File: config.mk
export PLATFORM = sky130hd
export DESIGN_NAME = spc_suspend_port_ctrl
export DESIGN_NICKNAME = d
export VERILOG_FILES = /design/src/spc_pkg.sv /design/src/spc_clk_ctrl.sv /design/src/spc_suspend_port_ctrl.sv
export VERILOG_INCLUDE_DIRS = /design/src /design/src/src
export SDC_FILE = /design/constraint.sdc
export NUM_CORES = 1
export LEC_CHECK = 0
export BUFFER_PORTS_ARGS = -buffer_cell sky130_fd_sc_hd__buf_4
export CAP_MARGIN = 15
export CORE_MARGIN = 2
export CORE_UTILIZATION = 57
export CTS_BUF_LIST = sky130_fd_sc_hd__clkbuf_2 sky130_fd_sc_hd__clkbuf_4 sky130_fd_sc_hd__clkbuf_8
export DETAILED_ROUTE_END_ITERATION = 8
export PLACE_DENSITY = 0.86
export SYNTH_ARGS = -nofsm -noshare
export SYNTH_HDL_FRONTEND = slang
export SYNTH_SLANG_ARGS = --single-unit
File: constraint.sdc
create_clock -name clk_i -period 3.3 [get_ports clk_i]
set_input_delay 0 -clock clk_i [delete_from_list [all_inputs] [get_ports clk_i]]
set_output_delay 0 -clock clk_i [all_outputs]
set_load 0.02 [all_outputs]
File: src/spc_regs.svh
// Register offsets, field positions, reset values and timing counts for suspend power control
`ifndef SPC_REGS_SVH
`define SPC_REGS_SVH

// Register byte addresses
`define SPC_ADDR_IRQ        16'h0310
`define SPC_ADDR_PDC        16'h0354
`define SPC_ADDR_P1         16'h0374

// Suspend power-down control fields
`define SPC_PDC_KEEP_ON     0
`define SPC_PDC_OC1         1
`define SPC_PDC_OC2         2
`define SPC_PDC_OC3         3
`define SPC_PDC_LOW_RST     4'h0
`define SPC_WAKE_RST32      16'h03e8
`define SPC_WAKE_RST16      16'h1400

// Port one control fields
`define SPC_P1_INIT_FLAG    7
`define SPC_P1_INIT_CLEAR   23
`define SPC_P1_PWR_LSB      3
`define SPC_P1_LOW_RST      7'h16
`define SPC_P1_FLAG_RST     1'b1

// Interrupt status fields
`define SPC_IRQ_CLK_READY   6

// Timing
`define SPC_CLK_PERIOD_NS   4
`define SPC_SLOW_PERIOD_NS  10000
`define SPC_SLOW_DIV        (`SPC_SLOW_PERIOD_NS / `SPC_CLK_PERIOD_NS)
`define SPC_SETTLE_NS       2000
`define SPC_SETTLE_CYC      ((`SPC_SETTLE_NS + `SPC_CLK_PERIOD_NS - 1) / `SPC_CLK_PERIOD_NS)

`endif

File: src/spc_pkg.sv
// Types shared by the suspend power control block
package spc_pkg;

   // Clock sequencer states
   typedef enum logic [1:0] {
      SPC_RUN    = 2'b00,
      SPC_STOP   = 2'b01,
      SPC_SETTLE = 2'b10
   } spc_clk_state_t;

endpackage

File: src/spc_clk_ctrl.sv
// Slow suspend clock divider and internal clock stop and restart sequencer
`timescale 1ns/100ps
`default_nettype none
`include "spc_regs.svh"

module spc_clk_ctrl (
   input  wire logic clk_i,
   input  wire logic rst_i,
   input  wire logic suspend_i,
   input  wire logic keep_on_i,
   output logic      clk_run_o,
   output logic      slow_tick_o,
   output logic      ready_evt_o
);

   localparam int SETTLE_CYC = `SPC_SETTLE_CYC;

   logic [11:0]             div_r;
   logic [9:0]              settle_r;
   spc_pkg::spc_clk_state_t state_r;

   ////////////////////////////////////////////////////////////////////////////////
   // Slow clock, free running in every state
   always_ff @(posedge clk_i) begin
      if (rst_i) begin
         div_r       <= 12'h000;
         slow_tick_o <= 1'b0;
      end else if (div_r == 12'(`SPC_SLOW_DIV - 1)) begin
         div_r       <= 12'h000;
         slow_tick_o <= 1'b1;
      end else begin
         div_r       <= div_r + 12'h001;
         slow_tick_o <= 1'b0;
      end
   end

   ////////////////////////////////////////////////////////////////////////////////
   // Stop on suspend unless kept on, settle after resume
   always_ff @(posedge clk_i) begin
      if (rst_i) begin
         state_r     <= spc_pkg::SPC_RUN;
         settle_r    <= 10'h000;
         clk_run_o   <= 1'b1;
         ready_evt_o <= 1'b0;
      end else begin
         ready_evt_o <= 1'b0;
         case (state_r)
            spc_pkg::SPC_RUN: begin
               if (suspend_i && !keep_on_i) begin
                  state_r   <= spc_pkg::SPC_STOP;
                  clk_run_o <= 1'b0;
               end
            end
            spc_pkg::SPC_STOP: begin
               if (!suspend_i) begin
                  state_r   <= spc_pkg::SPC_SETTLE;
                  settle_r  <= 10'h000;
                  clk_run_o <= 1'b1;
               end
            end
            spc_pkg::SPC_SETTLE: begin
               if (settle_r == 10'(SETTLE_CYC - 1)) begin
                  state_r     <= spc_pkg::SPC_RUN;
                  ready_evt_o <= 1'b1;
               end else begin
                  settle_r <= settle_r + 10'h001;
               end
            end
            default: begin
               state_r   <= spc_pkg::SPC_RUN;
               clk_run_o <= 1'b1;
            end
         endcase
      end
   end
endmodule
`default_nettype wire

File: src/spc_suspend_port_ctrl.sv
// Suspend power-down control, port one control and clock-ready status registers
`timescale 1ns/100ps
`default_nettype none
`include "spc_regs.svh"

module spc_suspend_port_ctrl (
   input  wire logic        clk_i,
   input  wire logic        rst_i,
   input  wire logic        bus16_i,
   input  wire logic        cs_i,
   input  wire logic        rd_i,
   input  wire logic        wr_i,
   input  wire logic [15:0] addr_i,
   input  wire logic [31:0] wdata_i,
   input  wire logic        suspend_i,
   output logic      [31:0] rdata_o,
   output logic      [15:0] wake_count_o,
   output logic             port3_overcurrent_power_o,
   output logic             port2_overcurrent_power_o,
   output logic             port1_overcurrent_power_o,
   output logic             clk_run_o,
   output logic             slow_suspend_clock_o,
   output logic             clock_ready_irq_o,
   output logic             port_one_power_field_en_o,
   output logic             port1_ready_o
);

   logic [3:0]  pdc_r;
   logic [15:0] wake_r;
   logic [6:0]  p1_low_r;
   logic        init_flag_r;
   logic        clk_ready_r;
   logic        ready_evt;
   logic        wr_pdc;
   logic        wr_p1;
   logic        wr_irq;

   ////////////////////////////////////////////////////////////////////////////////
   // Address decode
   function automatic logic hit(input logic [15:0] a, input logic [15:0] base);
      hit = (a == base);
   endfunction

   assign wr_pdc = cs_i && wr_i && hit(addr_i, `SPC_ADDR_PDC);
   assign wr_p1  = cs_i && wr_i && hit(addr_i, `SPC_ADDR_P1);
   assign wr_irq = cs_i && wr_i && hit(addr_i, `SPC_ADDR_IRQ);

   // Port one lower half as read, mirrored into the upper half
   function automatic logic [15:0] p1_half(input logic flag, input logic [6:0] low);
      p1_half = {8'h00, flag, low};
   endfunction

   ////////////////////////////////////////////////////////////////////////////////
   // Suspend power-down control bits
   always_ff @(posedge clk_i) begin
      if (rst_i) begin
         pdc_r <= `SPC_PDC_LOW_RST;
      end else if (wr_pdc) begin
         pdc_r <= wdata_i[3:0];
      end
   end

   // Wake-up counter, default and write behaviour set by bus width
   always_ff @(posedge clk_i) begin
      if (rst_i) begin
         wake_r <= bus16_i ? `SPC_WAKE_RST16 : `SPC_WAKE_RST32;
      end else if (wr_pdc) begin
         wake_r <= bus16_i ? `SPC_WAKE_RST16 : wdata_i[31:16];
      end
   end

   ////////////////////////////////////////////////////////////////////////////////
   // Port one control: init flag, power field, reserved low bits
   always_ff @(posedge clk_i) begin
      if (rst_i) begin
         p1_low_r    <= `SPC_P1_LOW_RST;
         init_flag_r <= `SPC_P1_FLAG_RST;
      end else if (wr_p1) begin
         p1_low_r <= wdata_i[6:0];
         if (wdata_i[`SPC_P1_INIT_CLEAR]) begin
            init_flag_r <= 1'b0;
         end else begin
            init_flag_r <= wdata_i[`SPC_P1_INIT_FLAG];
         end
      end
   end

   // Port one status: power enable from the power field only, ready from the power field and the init flag
   always_ff @(posedge clk_i) begin
      if (rst_i) begin
         port_one_power_field_en_o <= 1'b0;
         port1_ready_o    <= 1'b0;
      end else begin
         port_one_power_field_en_o <= &p1_low_r[`SPC_P1_PWR_LSB +: 2];
         port1_ready_o    <= &p1_low_r[`SPC_P1_PWR_LSB +: 2] && !init_flag_r;
      end
   end

   ////////////////////////////////////////////////////////////////////////////////
   // Overcurrent detection power in suspend
   always_ff @(posedge clk_i) begin
      if (rst_i) begin
         port3_overcurrent_power_o <= 1'b1;
         port2_overcurrent_power_o <= 1'b1;
         port1_overcurrent_power_o <= 1'b1;
      end else begin
         port3_overcurrent_power_o <= !(suspend_i && pdc_r[`SPC_PDC_OC3]);
         port2_overcurrent_power_o <= !(suspend_i && pdc_r[`SPC_PDC_OC2]);
         port1_overcurrent_power_o <= !(suspend_i && pdc_r[`SPC_PDC_OC1]);
      end
   end

   ////////////////////////////////////////////////////////////////////////////////
   // Clock sequencer and slow clock
   spc_clk_ctrl u_clk (
      .clk_i       (clk_i),
      .rst_i       (rst_i),
      .suspend_i   (suspend_i),
      .keep_on_i   (pdc_r[`SPC_PDC_KEEP_ON]),
      .clk_run_o   (clk_run_o),
      .slow_tick_o (slow_suspend_clock_o),
      .ready_evt_o (ready_evt)
   );

   // Sticky clock-ready flag, write 1 clears, new event wins
   always_ff @(posedge clk_i) begin
      if (rst_i) begin
         clk_ready_r <= 1'b0;
      end else if (ready_evt) begin
         clk_ready_r <= 1'b1;
      end else if (wr_irq && wdata_i[`SPC_IRQ_CLK_READY]) begin
         clk_ready_r <= 1'b0;
      end
   end

   // Interrupt line follows the flag
   always_ff @(posedge clk_i) begin
      if (rst_i) begin
         clock_ready_irq_o <= 1'b0;
      end else begin
         clock_ready_irq_o <= clk_ready_r;
      end
   end

   ////////////////////////////////////////////////////////////////////////////////
   // Read data, registered, unmapped reads return zero
   always_ff @(posedge clk_i) begin
      if (rst_i) begin
         rdata_o <= 32'h0000_0000;
      end else if (cs_i && rd_i) begin
         if (hit(addr_i, `SPC_ADDR_PDC)) begin
            rdata_o <= {wake_r, 12'h000, pdc_r};
         end else if (hit(addr_i, `SPC_ADDR_P1)) begin
            rdata_o <= {p1_half(init_flag_r, p1_low_r), p1_half(init_flag_r, p1_low_r)};
         end else if (hit(addr_i, `SPC_ADDR_IRQ)) begin
            rdata_o <= {25'h0, clk_ready_r, 6'h00};
         end else begin
            rdata_o <= 32'h0000_0000;
         end
      end
   end

   // Wake counter output
   always_ff @(posedge clk_i) begin
      if (rst_i) begin
         wake_count_o <= 16'h0000;
      end else begin
         wake_count_o <= wake_r;
      end
   end
endmodule
`default_nettype wire

# Word level (Yosys, flattened, before mapping)

Cells that the tools add are included.

Div/mod/pow operators: 0
Magnitude comparators: 0
Reduce and logical (&&, ||, !) cells: 26
Eq/ne operators: 11
Bitwise gates (word level): 1
Muxes and demuxes: 22
Shift-type cells: 0
Add/subtract/negate cells: 2
Multipliers: 0

Operator list:

| cell                                                  | number |
|---|---|
| equality test 16 x 10 -> 1 bit, second input constant | 3 |
| 2-to-1 mux 16 bit                                     | 3 |
| 2-to-1 mux 32 bit                                     | 1 |
| 2-to-1 mux 24 bit                                     | 1 |
| 2-to-1 mux 10 bit                                     | 2 |
| one-hot mux 10 bit (2 select lines)                   | 1 |
| 2-to-1 mux 13 bit                                     | 1 |
| adder 12 x 1 -> 12 bit, second input constant         | 1 |
| equality test 12 bit, second input constant           | 1 |
| logical AND 1 bit                                     | 11 |
| adder 10 x 1 -> 10 bit, second input constant         | 1 |
| equality test 10 x 9 -> 1 bit, second input constant  | 1 |
| AND reduction 3 bit                                   | 3 |
| 2-to-1 mux 1 bit                                      | 7 |
| 2-to-1 mux 7 bit                                      | 1 |
| 2-to-1 mux 2 bit                                      | 3 |
| one-hot mux 2 bit (3 select lines)                    | 1 |
| nonzero test 2 bit                                    | 3 |
| zero test 1 bit                                       | 5 |
| != test 2 x 1 -> 1 bit, second input constant         | 2 |
| != test 2 bit, second input constant                  | 2 |
| OR reduction 2 bit                                    | 2 |
| one-hot mux 1 bit (3 select lines)                    | 1 |
| equality test 2 x 1 -> 1 bit, second input constant   | 1 |
| other kinds (4)                                       | 4 |

Memories kept: 0
Flip-flop bits (word level): 110
Word-level logic and storage cells: 81
Bits in latches: 0
Output and inout port bits: 56
Bits in read-only memories: 0
Memory bits (writable): 0

# Logic depth before layout (Yosys ltp)

Gate-level depths: netlist (run 1).

Depth after elaboration: 5
Gate-level depth with buffers: 6
Depth with buffers taken out: 5

# By module

From an unflattened synthesis (run 1), not the netlist that was laid out.

Cell total of the unflattened synthesis: 428
Area total of the unflattened synthesis: 4159.0 um^2

By module, submodules not included:

| module                | area an instance (um^2) | times used | cells an instance | sequential area each (um^2) |
|---|---|---|---|---|
| spc_suspend_port_ctrl | 2912.8                  | 1          | 286               | 1661.6 |
| spc_clk_ctrl          | 1246.2                  | 1          | 142               | 540.5 |

# Worst setup path after synthesis (run 1)

Ideal clock, no wire load.

Path type: input to register
Start: input port addr_i[7]
End: register wake_r[0] (enable)
Path slack: 1.512 ns
Data arrival time: 1.454 ns
Buffers on the path: 1
Library setup time: 0.334 ns
Stages: 5
Cell sequence: nand2b_1 nor3_1 and3b_1 buf_2 or2_2

Word-level cells in the longest chain between the ends: 3

Ends and longest elaborated chain:

| item                           | RTL line                    | RTL |
|---|---|---|
| from (decl)                    | spc_suspend_port_ctrl.sv:13 | `input wire logic [15:0] addr_i,` |
| equality test 16 x 10 -> 1 bit | spc_suspend_port_ctrl.sv:41 | `hit = (a == base);` |
| logical AND 1 bit              | spc_suspend_port_ctrl.sv:44 | `` assign wr_pdc = cs_i && wr_i && hit(addr_i, `SPC_ADDR_PDC); `` |
| nonzero test 2 bit (no line)   | --                          |  |
| to (signal assigned)           | spc_suspend_port_ctrl.sv:66 | `` wake_r <= bus16_i ? `SPC_WAKE_RST16 : `SPC_WAKE_RST32; `` |
| to (signal assigned)           | spc_suspend_port_ctrl.sv:68 | `` wake_r <= bus16_i ? `SPC_WAKE_RST16 : wdata_i[31:16]; `` |
| to (decl)                      | spc_suspend_port_ctrl.sv:29 | `logic [15:0] wake_r;` |

No other way between the ends.
A chain may end at the register's enable or synchronous reset.

# Worst setup path in the final report (run 1)

Start: register u_clk.settle_r[1]
End: register u_clk.settle_r[0]

Word-level cells in the longest chain between the ends: 3

Ends and longest elaborated chain:

| item                          | RTL line           | RTL |
|---|---|---|
| from (decl)                   | spc_clk_ctrl.sv:19 | `logic [9:0] settle_r;` |
| from (signal assigned)        | spc_clk_ctrl.sv:66 | `settle_r <= settle_r + 10'h001;` |
| equality test 10 x 9 -> 1 bit | spc_clk_ctrl.sv:62 | `if (settle_r == 10'(SETTLE_CYC - 1)) begin` |
| != test 2 bit (no line)       | --                 |  |
| AND reduction 3 bit (no line) | --                 |  |

No other way between the ends.

==> results of run 1 <==
[sequential cells by signal, indices dropped and copies added, names as in the netlist]
register and count:
rdata_o 24, clk_ready_r 1, port_one_power_field_en_o 1, u_clk.clk_run_o 1, port1_ready_o 1, clock_ready_irq_o 1
init_flag_r 1, port2_overcurrent_power_o 1, port3_overcurrent_power_o 1, port1_overcurrent_power_o 1, u_clk.settle_r 10, u_clk.state_r 2
p1_low_r 7, wake_count_o 16, pdc_r 4, u_clk.div_r 12, u_clk.ready_evt_o 1, u_clk.slow_tick_o 1
wake_r 16
[cell type report]
type / count / area, um2
fill: 436 / 1546
multi-input combinational: 286 / 1677
sequential: 102 / 2202
clock buffer: 9 / 123.9
inverter: 8 / 30.03
tap: 96 / 120.1
antenna: 1 / 2.502
clock inverter: 7 / 93.84
timing repair buffer: 128 / 1036
[cell usage after synthesis, types with 4 or more instances]
cell	n	share of area, %
mux2i_1	5	1.2
o21ai_0	13	1.6
dfxtp_1	86	43
edfxtp_1	16	12
inv_1	8	0.74
o21ai_1	8	0.99
nor2b_1	19	2.9
a32oi_1	9	2.0
nor2_1	44	4.1
nor3_1	8	0.99
and2_1	9	1.4
xnor2_1	9	2.0
a31oi_1	8	1.2
buf_4	8	1.5
a21oi_1	20	2.5
clkbuf_1	16	1.5
a2111o_1	5	1.4
o2111ai_1	4	0.87
nand2_1	36	3.4
nand3_1	35	4.3
buf_2	4	0.50
[final timing paths]
| check | start | endpoint | cells past startpoint |
|---|---|---|---|
| worst min-delay path | suspend_i | u_clk.clk_run_o | 4 |
| worst min register to register | pdc_r[1] | port1_overcurrent_power_o | 1 |
| worst max register to register | u_clk.settle_r[1] | u_clk.settle_r[0] | 6 |
| worst max-delay path | u_clk.settle_r[1] | u_clk.settle_r[0] | 6 |
[routing by layer]
layer  global-route usage [%]  vias up  wire, um  share of wire (%)
li1                         -     1707         -                  -
met1                    32.17     1751      3948                 38
met2                    48.00      186      5327                 51
met3                    4.901       40       681                6.5
met4                    14.46        0       453                4.4
met5                        0        -         0                  0
[power by group through the flow]
stage                     clock network, mW  logic, mW  registers, mW
final                                 0.862      0.242           1.33
after global placement                    0      0.202           1.35
after floorplan                           0     0.0930           1.37
after global routing                  0.912      0.260           1.33
after detailed placement                  0      0.207           1.35
after CTS                             0.862      0.236           1.33
[kinds of logic (layout without fill, tap and decap cells)]
kind of cell	count (synthesis)	count (layout)	share of synthesized area, %
buffers and inverters	38	152	4.593
adders and majority gates	2	2	0.6206
xor gates and xnor gates	12	12	2.607
muxes	5	5	1.242
DFF	102	102	54.62
AOI/OAI and AO/OA	78	78	12.88
and+or+nand+nor	181	181	23.34
other	1	9	0.09302
[tightest hold or removal path: cells and delay by family]
kind | cells | cell delay [ns]
AO/OA/AOI/OAI | 1 | 0.08
buffers and inverters | 1 | 0.12
AND/OR/NAND/NOR | 2 | 0.14
[cell usage in the layout, fill, tap and decap left out, types with 8 or more instances in the layout]
cell           Yosys  final
a21oi_1           20     20
a31oi_1            8      8
a32oi_1            9      9
and2_1             9      9
buf_4              8     98
clkbuf_8           0      9
conb_1             1      8
dfxtp_1           86     86
dlygate4sd3_1      0     30
edfxtp_1          16     16
inv_1              8      8
nand2_1           36     36
nand3_1           35     35
nor2_1            44     44
nor2b_1           19     19
nor3_1             8      8
o21ai_0           13     13
o21ai_1            8      8
xnor2_1            9      9
[stage by stage]
step                util (%)  worst slack (ns)  area [um2]  hold WS (ns)
floorplan                  -             1.512        4058        0.1421
global placement       69.74             1.124        4765        0.2442
detailed placement     69.74             1.095        4765        0.2451
CTS                    77.33             1.293        5283     0.0002384
global route           77.36             1.112        5285       0.01950
finish                 77.36             1.284        5285     -0.005485
==> results.cfg, run 1 <==
[status]
status = finished, violations left
violations = hold timing

[placed_design]
dpl.cell_count = 590
dpl.hpwl_um = 6708
portBuffers = 94
routabilityCongestion = 0.8690

[floorplanning]
start_util_pct = 59.01
die_area_um2 = 7762
die_h_um = 88.10
rows = 30
coreArea_um2 = 6832
die_w_um = 88.10
io_pins = 111

[detailed_routing]
drc = 0
ant_nets = 0
wirelength_um = 10410
drt_iter0_drc = 263
vias_per_cell = 5.783
drtPass1Iterations = 5
post_drt_wl_per_cell_um = 16.34
via_count = 3684

[power]
power_density_nw_per_um2 = 459.8
p_sw_mw = 0.5812
p_int_mw = 1.849
ir_worst_vdd_uv = 298.9
p_leak_nw = 2.048
pwr-share-comb_pct = 9.9
sw_frac_of_total_pct = 23.92
seq_power_share_pct = 54.6
finalPower_mw = 2.430
clkPwrFrac_pct = 35.5

[clock_tree]
cts-root-buf = clkbuf_8
clock_latency_ns = 0.36
cts_buffer_depth = 2
cts_buffers = 9
clk_pin_slew_ns = 0.10
cts.repair.resized = 0
cts.sinks = 102
htree_levels = 3
post_cts_buffers = 0
cts_tree = built
ctsHoldBuffers = 30

[setup_path]
critical_path.top_delay_family = compound AO/OA/AOI/OAI gates
reg2reg_slack_ns = 1.28
cpMaxStageDelayCell = o41ai_2
critPathLaunchType = flop
cp.arrival_ns = 2.26
worstPathMaxFanout = 8
crit_buf_inv = 1
worst-setup-path-type = flop to flop
slowest_delay_ns = 0.60
cp-end-kind = flop
crit_chain = ha_1 > nand4b_1 > o41ai_2 > buf_4 > xor2_1 > nor2_1
required_ns = 3.54

[logic_synthesis]
yosys_warnings = 0
synthFlopType = dfxtp_1
synth.distinct_cells = 52
synth_edf_count = 16
postSynth.asyncResetShare_pct = 0
syn_area_per_cell_um2 = 9.621
ys_ff_latch = 102
synth-seq-area-share_pct = 54.62
synth_area_um2 = 4031
synth_cells = 419

[job]
cap_violations = 0

[timing]
worst_hold_slack_ns = -0.005485
maxSlewViolCount = 0
slew_headroom_pct = 25.95
finalCriticalPeriod_ns = 2.016
finalCritPeriodShare_pct = 61.10
rsz0062_at_grt = no
tns_ns = 0
worstMarginPinSlew_ns = 1.102
clock.fmax_ghz = 0.4960
finalHoldViolations = 1
setup_viol = 0
worst_clock_skew_ns = 0.01098

[global_route]
grt_use_total_pct = 27.47
grt_pass1_vias = 3559
grt_start_max_net_pins = 55
grt-ovfl-total = 0
antenna_found_initial = 1
grt_pass1_wl_um = 16350

[final_layout]
num-nets-final = 592
area.growth.synth_to_final_pct = 31.10
drive_above_1_share_pct = 22.59
stdcell_count = 637

[worst_hold_path]
hp-class = input pin to flop
No activity file was read; power rests on OpenSTA's default activity.
==> inputs of run 2 (changes only) <==
--- a/config.mk
+++ b/config.mk
@@ -9,10 +9,10 @@
 export BUFFER_PORTS_ARGS = -buffer_cell sky130_fd_sc_hd__buf_4
 export CAP_MARGIN = 15
 export CORE_MARGIN = 2
-export CORE_UTILIZATION = 57
+export CORE_UTILIZATION = 54
 export CTS_BUF_LIST = sky130_fd_sc_hd__clkbuf_2 sky130_fd_sc_hd__clkbuf_4 sky130_fd_sc_hd__clkbuf_8
 export DETAILED_ROUTE_END_ITERATION = 8
-export PLACE_DENSITY = 0.86
+export PLACE_DENSITY = 0.82
 export SYNTH_ARGS = -nofsm -noshare
 export SYNTH_HDL_FRONTEND = slang
 export SYNTH_SLANG_ARGS = --single-unit
==> constraint.sdc (replaced) <==
create_clock -name clk_i -period 2.06 [get_ports clk_i]
set_input_delay 0 -clock clk_i [delete_from_list [all_inputs] [get_ports clk_i]]
set_output_delay 0 -clock clk_i [all_outputs]
set_load 0.02 [all_outputs]
==> results.cfg, run 2 (same netlist as run 1, synthesis figures left out) <==
[global_route]
grt_pass1_wl_um = 16330
antenna_found_initial = 0
grt_use_total_pct = 24.70
grt-ovfl-total = 0
grt_start_max_net_pins = 34
grt_pass1_vias = 3450

[setup_path]
worst-setup-path-type = input pin to flop
required_ns = 2.16
cp-end-kind = flop
reg2reg_slack_ns = 0.38
cp.arrival_ns = 2.04
worstPathMaxFanout = 22
critPathLaunchType = input pin

[clock_tree]
cts_buffers = 9
cts.repair.resized = 0
cts_buffer_depth = 2
cts.sinks = 102
cts-root-buf = clkbuf_8
clk_pin_slew_ns = 0.08
clock_latency_ns = 0.36
cts_tree = built
post_cts_buffers = 0
htree_levels = 3

[floorplanning]
die_w_um = 90.41
start_util_pct = 55.58
io_pins = 111
coreArea_um2 = 7253
rows = 31
die_area_um2 = 8173
die_h_um = 90.41

[final_layout]
multi_input_area_um2 = 1677
top_register = rdata_o
filler_cell_count = 528
layout_common_cells = buf_4 (105), dfxtp_1 (86), nor2_1 (44), nand2_1 (36), nand3_1 (35)
drive_above_1_share_pct = 23.91
final_util_pct = 73.43
diodes = 0
final-seq-area_um2 = 2202
reg_top3 = rdata_o: 24 flops, wake_count_o: 16 flops, wake_r: 16 flops
area.growth.synth_to_final_pct = 32.12
largest_register_ffs = 24
final_common_cell = buf_4
num-nets-final = 600

[power]
seq_power_share_pct = 56.4
ir_worst_vdd_uv = 359.8
pwr-share-comb_pct = 10.3
clkPwrFrac_pct = 33.3
power_density_nw_per_um2 = 706.7
p_int_mw = 2.881
sw_frac_of_total_pct = 23.47
p_leak_nw = 2.083
p_sw_mw = 0.8835

[detailed_routing]
ant_nets = 0
drc = 0
wirelength_um = 9874
post_drt_wl_per_cell_um = 15.26
via_count = 3564
drtPass1Iterations = 5
vias_per_cell = 5.509
drt_iter0_drc = 186

[timing]
finalHoldViolations = 0
finalCriticalPeriod_ns = 1.933
clock.fmax_ghz = 0.5173
rsz0062_at_grt = no
finalCritPeriodShare_pct = 93.85
maxSlewViolCount = 0
worstMarginPinSlew_ns = 0.6088
worst_clock_skew_ns = 0.01158
slew_headroom_pct = 59.26
setup_viol = 0
tns_ns = 0

[worst_hold_path]
hp-class = input pin to flop

[placed_design]
routabilityCongestion = 0.8356
dpl.hpwl_um = 6718
portBuffers = 94

[job]
cap_violations = 0

[status]
status = complete, no violations
-- run 2: changes by cell type in the layout (fill, tap and decap cells not counted) --
cell,delta
buf_4,+7
clkinv_1,-2
clkinv_2,+2
dlygate4sd3_1,+1
diode_2,-1
clkbuf_4,+3
inv_6,-2
bufinv_16,-1
-- run 2: worst max-delay path, stage by stage --
cell           delay (ns)
dlygate4sd3_1        0.53
buf_4                0.25
inv_1                0.25
buf_4                0.28
a21o_1               0.19
dlygate4sd3_1        0.54
-- run 2: timing repair --
item,4_1_cts,5_1_grt
endpoints found under the setup margin,0,0
endpoints found under the hold margin,43,0
hold buffers,31,0
-- run 2: area by class of cell --
cell class / count / share of cell area [%]
Clock buffer: 12 / 2.748
Sequential cell: 102 / 41.34
Multi-Input combinational cell: 286 / 31.48
Tap cell: 99 / 2.326
Timing Repair Buffer: 136 / 20.62
Inverter: 8 / 0.5638
Clock inverter: 4 / 0.9161
-- run 2: stage by stage --
| stage | cells | setup WS [ns] | power [mW] | instance area (um2) | hold WS (ns) |
|---|---|---|---|---|---|
| finish | 647 | 0.1267 | 3.764 | 5326 | 0.01579 |
| global route | 647 | 0.06946 | 3.918 | 5326 | 0.002091 |
| CTS | 647 | 0.1526 | 3.772 | 5326 | 0.002775 |
| detailed placement | 600 | 0.2119 | 2.505 | 4821 | 0.2428 |
| global placement | 600 | 0.2473 | 2.494 | 4821 | 0.2434 |
| floorplan | 426 | 0.2723 | 2.350 | 4058 | 0.1421 |
-- run 2: per-layer routing --
| layer | up-vias | track usage, % | share of wire, % |
|---|---|---|---|
| met5 | - | 0 | 0 |
| met4 | 0 | 13.59 | 2.7 |
| met3 | 24 | 4.591 | 5.6 |
| met2 | 130 | 40.79 | 50 |
| met1 | 1694 | 30.57 | 42 |
| li1 | 1716 | - | - |
-- run 2: path summary, 6_finish.rpt --
| path | depth (start not counted) | startpoint | end |
|---|---|---|---|
| max | 6 | rst_i | wake_r[12] |
| min | 2 | bus16_i | wake_r[6] |
| max reg2reg | 4 | u_clk.state_r[0] | u_clk.settle_r[7] |
| min reg2reg | 1 | pdc_r[1] | port1_overcurrent_power_o |
-- run 2: power by group through the flow --
stage	clock network, mW	registers [mW]	logic [mW]
6_report	1.25	2.12	0.389
5_1_grt	1.37	2.13	0.420
4_1_cts	1.27	2.12	0.385
3_5_place_dp	0	2.17	0.337
3_3_place_gp	0	2.17	0.329
2_1_floorplan	0	2.20	0.149
